--- src/logic/sfm_pkg.sv ---
// constants and types shared by the serial fault monitor
package sfm_pkg;

   // ==========================================================
   // widths
   localparam int SFM_DW   = 16;
   localparam int SFM_CLW  = 5;
   localparam int SFM_DLYW = 8;
   localparam int SFM_CNTW = 10;
   localparam int SFM_NFLG = 4;

   // ==========================================================
   // flag positions in word status, flags and enables
   localparam int SFM_F_BIT  = 0;
   localparam int SFM_F_DSY  = 1;
   localparam int SFM_F_TMO  = 2;
   localparam int SFM_F_LEN  = 3;

   // ==========================================================
   // reset values and timing
   localparam logic [SFM_DW-1:0]   SFM_WORD_RST = 16'h0000;
   localparam logic [SFM_NFLG-1:0] SFM_FLG_RST  = 4'h0;
   localparam logic [SFM_CNTW-1:0] SFM_SAMP_ADD = 10'h002;
   localparam logic [SFM_CNTW-1:0] SFM_ONE      = 10'h001;
   localparam logic [SFM_CLW-1:0]  SFM_LAST_BIT = 5'h01;
   localparam logic [SFM_DLYW-1:0] SFM_DLY_OFF  = 8'h00;
   localparam logic [4:0]          SFM_SYNC_RST = 5'h1D;

   // ==========================================================
   // types
   typedef enum logic [1:0] {
      SFM_PIN3,
      SFM_PIN4_CS,
      SFM_PIN4_ENA,
      SFM_PIN5
   } sfm_pinmode_type;

   typedef enum logic [2:0] {
      SFM_IDLE,
      SFM_C2T,
      SFM_C2E,
      SFM_SHIFT,
      SFM_T2C,
      SFM_T2E
   } sfm_state_type;

endpackage

--- src/logic/sfm_sync.sv ---
// two-flop synchroniser bank for pin inputs
`timescale 1ns/10ps
module sfm_sync #(
   parameter int         W   = 1,
   parameter logic [W-1:0] RST = '0
) (
   input  wire logic         sys_clk,
   input  wire logic         rst_n,
   input  wire logic [W-1:0] d,
   output logic      [W-1:0] q
);
   logic [W-1:0] meta_r;

   always_ff @(posedge sys_clk or negedge rst_n) begin
      if (!rst_n) begin
         meta_r <= RST;
         q      <= RST;
      end else begin
         meta_r <= d;
         q      <= meta_r;
      end
   end
endmodule // sfm_sync

--- src/logic/sfm_fault_monitor.sv ---
// serial master with loopback, bit check, handshake timeouts
// Functional notes
// - loopback feeds transmit into receiver, data and clock pins undriven
// - own data pin read back at sample edge; mismatch flags bit error
// - bit readback comparison is off while loopback is on
// - enable line watched only in four-pin-enable and five-pin modes
// - enable released mid character is a slave_word_bit_a
// - eight-bit end-to-release delay bounds the release wait
// - slave_word_bit_a sets word bit and sticky flag, interrupt if enabled
// - release wait starts after end-to-select delay or shifting
// - enable sampled every divider+2 clocks; wait max delay+divider+2
// - release wait only if enable asserted, delay nonzero, wait bit set
// - five-pin response wait starts after select-to-transfer delay
// - response timeout sets word bit and flag, aborts transfer
// - response wait ends at sampled enable; max delay+divider+2
// - response wait only if enable released and wait bit; zero waits forever
// - master: enable released before last bit is length error
// - slave: select released before last bit is length error
// - hardware reset restores all state; clearing out-of-reset bit restores all but pin synchronisers and readback delay
// - sleep bit freezes sequencer and slave length counter until cleared
// - flag clears still act while asleep
`timescale 1ns/10ps
module sfm_fault_monitor
   import sfm_pkg::*;
(
   input  wire logic                     sys_clk,
   input  wire logic                     rst_n,
   input  wire logic                     out_of_reset,
   input  wire logic                     local_sleep_bit,
   input  wire logic                     master_mode,
   input  wire logic                     loopback_en,
   input  wire sfm_pkg::sfm_pinmode_type pin_mode,
   input  wire logic                     wait_for_slave_response,
   input  wire logic [7:0]               bit_rate_divider,
   input  wire logic [sfm_pkg::SFM_CLW-1:0]  char_len,
   input  wire logic [sfm_pkg::SFM_DLYW-1:0] select_to_xfer_delay,
   input  wire logic [sfm_pkg::SFM_DLYW-1:0] xfer_end_to_select_delay,
   input  wire logic [sfm_pkg::SFM_DLYW-1:0] select_to_response_delay,
   input  wire logic [sfm_pkg::SFM_DLYW-1:0] xfer_end_to_release_delay,
   input  wire logic [sfm_pkg::SFM_NFLG-1:0] flag_int_enable,
   input  wire logic [sfm_pkg::SFM_NFLG-1:0] flag_clear,
   input  wire logic [sfm_pkg::SFM_DW-1:0]   tx_data,
   input  wire logic                     tx_start,
   output logic                          serial_clock_pin_o,
   output logic                          serial_clock_pin_oe,
   input  wire logic                     serial_clock_pin_i,
   output logic                          master_out_pin_o,
   output logic                          master_out_pin_oe,
   input  wire logic                     master_out_pin_i,
   input  wire logic                     master_in_pin_i,
   input  wire logic                     slave_response_line_n_i,
   output logic                          slave_select_lines_n_o,
   output logic                          slave_select_lines_oe,
   input  wire logic                     slave_select_lines_n_i,
   output logic                          busy,
   output logic [sfm_pkg::SFM_DW-1:0]    rx_word,
   output logic                          rx_valid,
   output logic                          bit_mismatch_word_bit,
   output logic                          slave_word_bit_a,
   output logic                          timeout_word_bit,
   output logic                          length_word_bit,
   output logic                          bit_mismatch_flag,
   output logic                          slave_slave_word_bit_a_flag,
   output logic                          enable_wait_expired_flag,
   output logic                          length_error_flag,
   output logic                          error_irq
);

   // ==========================================================
   // declarations
   sfm_state_type           state_r;
   sfm_state_type           state_nxt;
   logic [SFM_CNTW-1:0]     cnt_r;
   logic [SFM_CNTW-1:0]     cnt_nxt;
   logic [SFM_CNTW-1:0]     div_r;
   logic [SFM_CNTW-1:0]     div_nxt;
   logic [SFM_DW-1:0]       tx_sr_r;
   logic [SFM_DW-1:0]       tx_sr_nxt;
   logic [SFM_DW-1:0]       rx_sr_r;
   logic [SFM_DW-1:0]       rx_sr_nxt;
   logic [SFM_CLW-1:0]      bits_r;
   logic [SFM_CLW-1:0]      bits_nxt;
   logic                    sclk_r;
   logic                    sclk_nxt;
   logic                    sel_r;
   logic                    sel_nxt;
   logic                    seen_r;
   logic                    seen_nxt;
   logic [SFM_NFLG-1:0]     err_r;
   logic [SFM_NFLG-1:0]     err_nxt;
   logic [SFM_NFLG-1:0]     ev;
   logic                    done;
   logic [SFM_NFLG-1:0]     flags_r;
   logic [SFM_NFLG-1:0]     flags_nxt;
   logic [SFM_NFLG-1:0]     word_err_r;
   logic [SFM_DW-1:0]       rx_word_r;
   logic                    rx_valid_r;
   logic                    irq_r;
   logic [4:0]              pins_s;
   logic [3:0]              rb_exp_r;
   logic                    miso_s;
   logic                    ena_s;
   logic                    rb_s;
   logic                    sclk_s;
   logic                    scs_s;
   logic                    sclk_q_r;
   logic                    scs_q_r;
   logic [SFM_CLW-1:0]      sl_cnt_r;
   logic [SFM_NFLG-1:0]     sl_ev;

   // ==========================================================
   // pin synchronisers
   sfm_sync #(
      .W   (5),
      .RST (SFM_SYNC_RST)
   ) u_sync (
      .sys_clk (sys_clk),
      .rst_n   (rst_n),
      .d       ({master_in_pin_i, slave_response_line_n_i,
                 master_out_pin_i, serial_clock_pin_i,
                 slave_select_lines_n_i}),
      .q       (pins_s)
   );

   assign miso_s = pins_s[4];
   assign ena_s  = pins_s[3];
   assign rb_s   = pins_s[2];
   assign sclk_s = pins_s[1];
   assign scs_s  = pins_s[0];

   // driven pin delayed to line up with readback
   always_ff @(posedge sys_clk or negedge rst_n) begin
      if (!rst_n) begin
         rb_exp_r <= '0;
      end else begin
         rb_exp_r <= {rb_exp_r[1:0], master_out_pin_oe, master_out_pin_o};
      end
   end

   // ==========================================================
   // decode
   wire srst     = ~out_of_reset;
   wire run      = ~local_sleep_bit;
   wire ena_act  = ~ena_s;
   wire five     = (pin_mode == SFM_PIN5);
   wire ena_func = five | (pin_mode == SFM_PIN4_ENA);
   wire scs_func = five | (pin_mode == SFM_PIN4_CS);
   wire [SFM_CNTW-1:0] div10 = {2'h0, bit_rate_divider};
   wire tick     = (div_r == div10 + SFM_ONE);
   wire [SFM_CNTW-1:0] c2e_lim = {2'h0, select_to_response_delay}
                                 + div10 + SFM_ONE;
   wire [SFM_CNTW-1:0] t2e_lim = {2'h0, xfer_end_to_release_delay}
                                 + div10 + SFM_ONE;
   wire [SFM_CNTW-1:0] c2t_lim = {2'h0, select_to_xfer_delay} - SFM_ONE;
   wire [SFM_CNTW-1:0] t2c_lim = {2'h0, xfer_end_to_select_delay}
                                 - SFM_ONE;
   wire c2t_on   = (select_to_xfer_delay != SFM_DLY_OFF);
   wire t2c_on   = (xfer_end_to_select_delay != SFM_DLY_OFF);
   wire c2e_go   = five & wait_for_slave_response & ~ena_act;
   wire c2e_lim_on = (select_to_response_delay != SFM_DLY_OFF);
   wire t2e_go   = ena_func & wait_for_slave_response
                   & (xfer_end_to_release_delay != SFM_DLY_OFF)
                   & ena_act;
   wire rx_bit   = loopback_en ? tx_sr_r[SFM_DW-1] : miso_s;
   wire bit_bad  = ~loopback_en & rb_exp_r[3] & (rb_s != rb_exp_r[2]);
   wire dsy_bad  = ena_func & seen_r & ~ena_act;
   wire [SFM_DW-1:0] tx_load = tx_data << (5'h10 - char_len);
   wire [SFM_NFLG-1:0] ev_all = (ev | sl_ev) & {SFM_NFLG{run}};

   // ==========================================================
   // master sequencer next state
   always_comb begin
      state_nxt = state_r;
      cnt_nxt   = cnt_r + SFM_ONE;
      div_nxt   = tick ? '0 : div_r + SFM_ONE;
      tx_sr_nxt = tx_sr_r;
      rx_sr_nxt = rx_sr_r;
      bits_nxt  = bits_r;
      sclk_nxt  = sclk_r;
      sel_nxt   = sel_r;
      seen_nxt  = seen_r | (tick & ena_act);
      err_nxt   = err_r;
      ev        = '0;
      done      = 1'b0;
      case (state_r)
         SFM_IDLE: begin
            cnt_nxt  = '0;
            div_nxt  = '0;
            seen_nxt = 1'b0;
            sclk_nxt = 1'b0;
            if (tx_start && master_mode) begin
               tx_sr_nxt = tx_load;
               rx_sr_nxt = SFM_WORD_RST;
               bits_nxt  = char_len;
               sel_nxt   = 1'b1;
               err_nxt   = '0;
               if (c2t_on) begin
                  state_nxt = SFM_C2T;
               end else begin
                  state_nxt = c2e_go ? SFM_C2E : SFM_SHIFT;
               end
            end
         end
         SFM_C2T: begin
            if (cnt_r == c2t_lim) begin
               cnt_nxt   = '0;
               div_nxt   = '0;
               state_nxt = c2e_go ? SFM_C2E : SFM_SHIFT;
            end
         end
         SFM_C2E: begin
            if (tick && ena_act) begin
               cnt_nxt   = '0;
               div_nxt   = '0;
               state_nxt = SFM_SHIFT;
            end else if (c2e_lim_on && cnt_r == c2e_lim) begin
               ev[SFM_F_TMO]      = 1'b1;
               err_nxt[SFM_F_TMO] = 1'b1;
               done               = 1'b1;
               sel_nxt            = 1'b0;
               state_nxt          = SFM_IDLE;
            end
         end
         SFM_SHIFT: begin
            if (tick) begin
               sclk_nxt = ~sclk_r;
               if (!sclk_r) begin
                  rx_sr_nxt = {rx_sr_r[SFM_DW-2:0], rx_bit};
                  if (bit_bad) begin
                     ev[SFM_F_BIT]      = 1'b1;
                     err_nxt[SFM_F_BIT] = 1'b1;
                  end
                  if (dsy_bad) begin
                     ev[SFM_F_DSY]      = 1'b1;
                     ev[SFM_F_LEN]      = 1'b1;
                     err_nxt[SFM_F_DSY] = 1'b1;
                     err_nxt[SFM_F_LEN] = 1'b1;
                  end
               end else begin
                  tx_sr_nxt = tx_sr_r << 1;
                  bits_nxt  = bits_r - SFM_LAST_BIT;
                  if (bits_r == SFM_LAST_BIT) begin
                     cnt_nxt = '0;
                     div_nxt = '0;
                     if (t2c_on) begin
                        state_nxt = SFM_T2C;
                     end else if (t2e_go) begin
                        state_nxt = SFM_T2E;
                     end else begin
                        done      = 1'b1;
                        sel_nxt   = 1'b0;
                        state_nxt = SFM_IDLE;
                     end
                  end
               end
            end
         end
         SFM_T2C: begin
            if (cnt_r == t2c_lim) begin
               cnt_nxt = '0;
               div_nxt = '0;
               sel_nxt = 1'b0;
               if (t2e_go) begin
                  state_nxt = SFM_T2E;
               end else begin
                  done      = 1'b1;
                  state_nxt = SFM_IDLE;
               end
            end
         end
         SFM_T2E: begin
            if (tick && !ena_act) begin
               done      = 1'b1;
               sel_nxt   = 1'b0;
               state_nxt = SFM_IDLE;
            end else if (cnt_r == t2e_lim) begin
               ev[SFM_F_DSY]      = 1'b1;
               err_nxt[SFM_F_DSY] = 1'b1;
               done               = 1'b1;
               sel_nxt            = 1'b0;
               state_nxt          = SFM_IDLE;
            end
         end
         default: begin
            state_nxt = SFM_IDLE;
            sel_nxt   = 1'b0;
         end
      endcase
   end

   // ==========================================================
   // sequencer registers, frozen while asleep
   always_ff @(posedge sys_clk or negedge rst_n) begin
      if (!rst_n) begin
         state_r <= SFM_IDLE;
         cnt_r   <= '0;
         div_r   <= '0;
         tx_sr_r <= SFM_WORD_RST;
         rx_sr_r <= SFM_WORD_RST;
         bits_r  <= '0;
         sclk_r  <= 1'b0;
         sel_r   <= 1'b0;
         seen_r  <= 1'b0;
         err_r   <= '0;
      end else if (srst) begin
         state_r <= SFM_IDLE;
         cnt_r   <= '0;
         div_r   <= '0;
         tx_sr_r <= SFM_WORD_RST;
         rx_sr_r <= SFM_WORD_RST;
         bits_r  <= '0;
         sclk_r  <= 1'b0;
         sel_r   <= 1'b0;
         seen_r  <= 1'b0;
         err_r   <= '0;
      end else if (run) begin
         state_r <= state_nxt;
         cnt_r   <= cnt_nxt;
         div_r   <= div_nxt;
         tx_sr_r <= tx_sr_nxt;
         rx_sr_r <= rx_sr_nxt;
         bits_r  <= bits_nxt;
         sclk_r  <= sclk_nxt;
         sel_r   <= sel_nxt;
         seen_r  <= seen_nxt;
         err_r   <= err_nxt;
      end
   end

   // ==========================================================
   // slave length check on synchronised select and clock
   wire sl_on   = ~master_mode & scs_func;
   wire sl_rise = sclk_s & ~sclk_q_r & ~scs_s;
   wire sl_rel  = scs_s & ~scs_q_r;
   wire [SFM_CLW-1:0] sl_inc = sl_cnt_r + SFM_LAST_BIT;

   assign sl_ev = {sl_on & sl_rel & (sl_cnt_r != '0), 3'h0};

   always_ff @(posedge sys_clk or negedge rst_n) begin
      if (!rst_n) begin
         sclk_q_r <= 1'b0;
         scs_q_r  <= 1'b1;
         sl_cnt_r <= '0;
      end else if (srst) begin
         sclk_q_r <= 1'b0;
         scs_q_r  <= 1'b1;
         sl_cnt_r <= '0;
      end else if (run) begin
         sclk_q_r <= sclk_s;
         scs_q_r  <= scs_s;
         if (!sl_on || sl_rel) begin
            sl_cnt_r <= '0;
         end else if (sl_rise) begin
            sl_cnt_r <= (sl_inc == char_len) ? '0 : sl_inc;
         end
      end
   end

   // ==========================================================
   // sticky flags, receive word, interrupt
   assign flags_nxt = (flags_r & ~flag_clear) | ev_all;

   always_ff @(posedge sys_clk or negedge rst_n) begin
      if (!rst_n) begin
         flags_r    <= SFM_FLG_RST;
         word_err_r <= SFM_FLG_RST;
         rx_word_r  <= SFM_WORD_RST;
         rx_valid_r <= 1'b0;
         irq_r      <= 1'b0;
      end else if (srst) begin
         flags_r    <= SFM_FLG_RST;
         word_err_r <= SFM_FLG_RST;
         rx_word_r  <= SFM_WORD_RST;
         rx_valid_r <= 1'b0;
         irq_r      <= 1'b0;
      end else begin
         flags_r    <= flags_nxt;
         irq_r      <= |(flags_nxt & flag_int_enable);
         rx_valid_r <= done & run;
         if (done && run) begin
            rx_word_r  <= rx_sr_r;
            word_err_r <= err_nxt;
         end
      end
   end

   // ==========================================================
   // outputs
   assign serial_clock_pin_o      = sclk_r;
   assign serial_clock_pin_oe     = sel_r & ~loopback_en;
   assign master_out_pin_o        = tx_sr_r[SFM_DW-1];
   assign master_out_pin_oe       = sel_r & ~loopback_en;
   assign slave_select_lines_n_o  = ~sel_r;
   assign slave_select_lines_oe   = master_mode & scs_func & ~srst;
   assign busy                    = (state_r != SFM_IDLE);
   assign rx_word                 = rx_word_r;
   assign rx_valid                = rx_valid_r;
   assign bit_mismatch_word_bit   = word_err_r[SFM_F_BIT];
   assign slave_word_bit_a        = word_err_r[SFM_F_DSY];
   assign timeout_word_bit        = word_err_r[SFM_F_TMO];
   assign length_word_bit         = word_err_r[SFM_F_LEN];
   assign bit_mismatch_flag       = flags_r[SFM_F_BIT];
   assign slave_slave_word_bit_a_flag       = flags_r[SFM_F_DSY];
   assign enable_wait_expired_flag = flags_r[SFM_F_TMO];
   assign length_error_flag       = flags_r[SFM_F_LEN];
   assign error_irq               = irq_r;

endmodule // sfm_fault_monitor

--- config.mk ---
export PLATFORM = sky130hd
export DESIGN_NAME = sfm_fault_monitor
export DESIGN_NICKNAME = d
export VERILOG_FILES = /design/src/logic/sfm_pkg.sv /design/src/logic/sfm_sync.sv /design/src/logic/sfm_fault_monitor.sv
export SDC_FILE = /design/constraint.sdc
export NUM_CORES = 1
export LEC_CHECK = 0
export BUFFER_PORTS_ARGS = -buffer_cell sky130_fd_sc_hd__buf_4
export CORE_ASPECT_RATIO = 1.75
export CORE_MARGIN = 2
export CORE_UTILIZATION = 40
export CTS_CLUSTER_DIAMETER = 100
export DETAILED_ROUTE_END_ITERATION = 8
export SKIP_CTS_REPAIR_TIMING = 1
export SYNTH_ARGS = -nofsm -noshare
export SYNTH_HDL_FRONTEND = slang
export SYNTH_HIERARCHICAL = 1
export SYNTH_SLANG_ARGS = --single-unit
--- constraint.sdc ---
create_clock -name sys_clk -period 3.95 [get_ports sys_clk]
set_input_delay 0.1975 -clock sys_clk [delete_from_list [all_inputs] [get_ports sys_clk]]
set_output_delay 0.1975 -clock sys_clk [all_outputs]
set_load 0.01 [all_outputs]
==> results of run 1 <==
## cells in the mapped netlist, types with 9 or more instances
| cell type | n | area [sq um] |
|---|---|---|
| dfrtp_1 | 105 | 2628 |
| nor2_1 | 105 | 394.1 |
| nand2_1 | 83 | 311.6 |
| a21oi_1 | 52 | 260.3 |
| o21ai_0 | 49 | 245.2 |
| xnor2_1 | 40 | 350.3 |
| clkbuf_1 | 35 | 131.4 |
| mux2i_1 | 35 | 350.3 |
| nand3_1 | 34 | 170.2 |
| xor2_1 | 32 | 280.3 |
| nor3_1 | 30 | 150.1 |
| ha_1 | 27 | 337.8 |
| inv_1 | 27 | 101.4 |
| a22o_1 | 16 | 140.1 |
| a211oi_1 | 15 | 112.6 |
| a31oi_1 | 14 | 87.58 |
| nand2b_1 | 13 | 81.33 |
| nand4_1 | 13 | 81.33 |
| nor2b_1 | 11 | 68.82 |
| and2_1 | 10 | 62.56 |
| a21o_1 | 9 | 67.56 |
| dfstp_2 | 9 | 236.5 |
## critical path, cell delays in order (launching register included)
cell and delay (ps):
dfrtp_1 440, xor2_1 180, xnor2_1 140, or4_4 520, a2111oi_4 550, and3_1 290, a32oi_2 170, o221ai_4 810
nor2_1 120, a311oi_2 270
## routing by layer
metal / global-route usage, % / share of wire (%)
met5: 0 / 0
met4: 9.904 / 3.2
met3: 3.942 / 3.6
met2: 43.44 / 56
met1: 23.15 / 37
## state kept, by name (all words and copies together), names as in the netlist
| register | count |
|---|---|
| sclk_q_r | 1 |
| bits_r | 5 |
| flags_r | 4 |
| rx_word | 16 |
| serial_clock_pin_o | 1 |
| rb_exp_r | 4 |
| seen_r | 1 |
| u_sync/meta_r | 5 |
| rx_sr_r | 16 |
| err_r | 4 |
| error_irq | 1 |
| cnt_r | 10 |
| scs_q_r | 1 |
| tx_sr_r | 16 |
| state_r | 3 |
| rx_valid | 1 |
| u_sync/q | 5 |
| word_err_r | 4 |
| sel_r | 1 |
| div_r | 10 |
| sl_cnt_r | 5 |
## how the worst max path moves through the flow
stage,cells past startpoint,to
3_3_place_gp,14,word_err_r[1]
3_5_place_dp,14,word_err_r[1]
2_1_floorplan,14,word_err_r[3]
5_1_grt,9,rx_word[4]
6_report,9,word_err_r[1]
4_1_cts,9,word_err_r[1]
## through the flow
step,std cells,utilization [%],cell area [sq um],power (mW),setup slack (ps)
2_1_floorplan,915,-,7933,1.961,590.5
3_3_place_gp,1252,46.42,9084,2.333,111.7
3_5_place_dp,1252,46.42,9084,2.343,22.86
4_1_cts,1284,49.36,9659,3.850,374.1
5_1_grt,1291,49.72,9729,4.028,200.9
6_report,1291,49.72,9729,3.829,363.1
## area by class of cell
type / count / area [sq um]
inverter: 30 / 112.6
multi-input combinational: 721 / 4735
fill: 1992 / 9839
clock buffer: 22 / 464.2
tap: 245 / 306.5
clock inverter: 10 / 111.4
timing repair buffer: 149 / 1136
sequential: 114 / 2864
## power by group
| part | total, mW | internal (mW) | switching (mW) |
|---|---|---|---|
| Clock | 1.49 | 0.956 | 0.537 |
| Combinational | 1.01 | 0.404 | 0.611 |
| Sequential | 1.32 | 1.24 | 0.0811 |
## cell families (layout without fill, tap and decap cells)
group | after synthesis | count (layout) | share of synthesized area, %
flip-flops | 114 | 114 | 36.10
AO/OA/AOI/OAI | 224 | 224 | 19.48
buffers and inverters | 80 | 211 | 4.274
XOR/XNOR | 72 | 72 | 7.950
AND/OR/NAND/NOR | 353 | 353 | 21.74
multiplexers | 43 | 43 | 5.694
adder cells (fa/ha/maj) | 29 | 29 | 4.763
==> metrics.txt, run 1 <==
status=finished, final reports clean; r2r startpoint=div_r[3]; drc violations=0; RSZ-0062 raised after global routing=false; most frequent cells in the layout=buf_4 (142), nor2_1 (105), dfrtp_1 (105); synthesis-to-finish area growth=22.65%; final hold slack=95.65 ps; Initial DRC Count=451; flops & latches, synth=114; WHS Endpoint=flags_r[0]; maximum vdd drop=0.0002836 V; mean routed wirelength per cell=18.07 um; via count=7293; leakage=4.201 nW; worst hold-check path type=input pin to register; cells on worst reg2reg path=9; required time worst endpoint=4260 ps; kind of critical path=register to register; TritonCTS clock tree=built; Pwr per Cell Area=393.6 nW/um^2; Vias/cell=5.649; Routed Antenna Nets=0; total of max-cap violations=0; crit path time final=3587 ps; number of synthesized flops with an enable pin=0; Critical Path Source Type=register; Primary FF master, synth=dfrtp_1; net count after synthesis=1028; # port buffers=116; Hold Violations, Final=0; Worst Path Arrival=3900 ps; full die area=21020 sq um; hold path depth=3; Die Y=190.3 um; fin. max-slew vios=0; Peak Freq=278.8 MHz; Setup crit end kind=register; commonest non-fill, non-tap cell in the layout=buf_4; HP Start=flag_clear[0]; largest net degree at the start of global routing=52; CORE AREA=19570 sq um; clock skew=8.376 ps; CTS Buf Count=17; initial antenna violation count=0; FF-to-FF End=word_err_r[1]; fraction of the cycle the final worst path needs=90.81%; Die X=110.5 um; CP max FO=22; Initial Util=40.54%; Worst-path clk slew=50 ps; placed wire-length estimate=17610 um; count of yosys warnings during synthesis=6; clock sinks=114; Slew headroom=34.62%; io pins=117; Netlist cell types=81; clk root buf=clkbuf_16; GRT Util Overall=22.36%; Max clock buf depth=2; register-to-register setup slack=360 ps; post-synthesis instance total=915; share of post-route cells with drive strength above 1=20.08%; CP startpoint=div_r[3]; area of the mapped netlist=7933 sq um; n_diodes=0; Skew-Pair Late Insertion Delay=410 ps; Post-Route Setup TNS=0 ps; ys async rst share=100.0%; # rows=68; endpoints failing setup=0; H-tree depth=4; gr ovfl total=0; syn avg cell area=8.670 sq um; Layout Nets=1146; drt pass-1 iters=5; GPL Wtd Cong=0.8835; Routed WL=23330 um; vias in the first global route=7468; first-pass GRT wire length=37960 um; Least-Margin Pin Slew=980.6 ps; sequential area share after synthesis=36.10%
(Power assumes the default switching activity.)
==> run 2, diff against run 1 <==
==> constraint.sdc (replaced) <==
create_clock -name sys_clk -period 3.95 [get_ports sys_clk]
set_input_delay 0.79 -clock sys_clk [delete_from_list [all_inputs] [get_ports sys_clk]]
set_output_delay 0.79 -clock sys_clk [all_outputs]
set_load 0.01 [all_outputs]
==> run 2 against run 1 <==
Effect of this change: die area is the same; non-clock buffer count increased by 28; flip-flop and latch count is the same.
==> metrics.txt, run 2 (synthesized netlist as in run 1, its figures left out) <==
drt pass-1 iters=5; total of max-cap violations=0; Least-Margin Pin Slew=923.7 ps; status=finished, final reports clean; Max clock buf depth=2; Slowest-stage cell, CP=or4b_4; Fillers=1923; most frequent cells in the layout=buf_4 (170), nor2_1 (105), dfrtp_1 (105); kind of critical path=input pin to register; share of post-route cells with drive strength above 1=23.46%; # port buffers=116; Peak Freq=263.5 MHz; n_diodes=0; total power=3.883 mW; Die X=110.5 um; delay of the slowest critical-path stage=540 ps; Worst Path Arrival=4070 ps; first-pass GRT wire length=38090 um; RSZ-0062 raised after global routing=false; worst hold-check path type=register to register; synthesis-to-finish area growth=26.44%; via count=7390; Die Y=190.3 um; io pins=117; full die area=21020 sq um; CP max FO=6; Hold Violations, Final=0; clock skew=8.454 ps; clock sinks=114; GRT Util Overall=22.68%; CTS Buf Count=17; CORE AREA=19570 sq um; gr ovfl total=0; fin. max-slew vios=0; largest net degree at the start of global routing=64; commonest non-fill, non-tap cell in the layout=buf_4; Routed WL=24100 um; Slew headroom=38.42%; Post-Route Setup TNS=0 ps; GPL Wtd Cong=0.8954; # rows=68; Skew-Pair Late Insertion Delay=420 ps; WP buf/inv=5; Routed Antenna Nets=0; vias in the first global route=7458; H-tree depth=4; mean routed wirelength per cell=18.27 um; Layout Nets=1174; leakage=4.372 nW; maximum vdd drop=0.0002906 V; clk root buf=clkbuf_16; required time worst endpoint=4220 ps; Setup crit end kind=register; endpoints failing setup=0; placed wire-length estimate=18260 um; Pwr per Cell Area=387.1 nW/um^2; initial antenna violation count=0; Critical Path Source Type=input pin; Critical Path, Cell by Cell=buf_4 > inv_1 > ha_1 > inv_1 > fa_2 > and3_4 > or2_2 > xnor2_1 > or4b_4 > a2111o_1 > a211o_1 > o221ai_4 > buf_4 > clkbuf_16 > mux2i_1 > nor2_1; Initial Util=40.54%; Worst-path clk slew=60 ps; crit path time final=3796 ps; fraction of the cycle the final worst path needs=96.09%; Vias/cell=5.603; drc violations=0; Worst path top cell family by delay=simple AND/OR/NAND/NOR gates; Initial DRC Count=428; TritonCTS clock tree=built
run 2: worst register-to-register path, delay by kind of cell (launching register included):
kind | cells | cell delay (ps)
buffers and inverters | 3 | 470
DFF | 1 | 430
and+or+nand+nor | 2 | 720
xor gates and xnor gates | 2 | 300
AOI/OAI and AO/OA | 4 | 1260
run 2: area by class of cell:
class | count | area, sq um | share of cell area [%]
timing repair buffer | 177 | 1409 | 14.05
clock buffer | 18 | 439.2 | 4.379
sequential | 114 | 2864 | 28.56
inverter | 30 | 112.6 | 1.123
multi-input combinational | 721 | 4755 | 47.41
tap | 245 | 306.5 | 3.056
clock inverter | 14 | 143.9 | 1.435
run 2: where the power goes:
group	switching (mW)	internal [mW]	total, mW
logic	0.616	0.427	1.04
registers	0.0803	1.24	1.32
clock network	0.618	0.902	1.52
run 2: through the flow:
step	instance area, sq um	util [%]	cells	worst slack [ps]	hold WS (ps)
4_1_cts	9927	50.73	1312	79.23	347.3
5_1_grt	10030	51.25	1319	29.41	352.7
2_1_floorplan	7933	-	915	21.19	331.2
6_report	10030	51.25	1319	154.4	346.6
3_5_place_dp	9344	47.75	1280	-337.3	334.7
3_3_place_gp	9344	47.75	1280	-285.4	334.8
run 2: layer usage:
layer	vias to the layer above	GRT usage, %	share of wire (%)
li1	3602	-	-
met1	3557	23.83	37
met2	175	43.44	55
met3	56	3.592	3.7
met4	0	11.11	4.3
met5	-	0	0
run 2: final timing paths:
path	start	endpoint	slack, ps	depth (start not counted)
max	xfer_end_to_release_delay[0]	rx_word[12]	150	16
min	rb_exp_r[1]	rb_exp_r[3]	350	0
max reg2reg	div_r[3]	word_err_r[1]	670	11
min reg2reg	rb_exp_r[1]	rb_exp_r[3]	350	0
max in group asynchronous	rst_n	u_sync/meta_r[0]	2600	2
min in group asynchronous	rst_n	tx_sr_r[6]	490	1
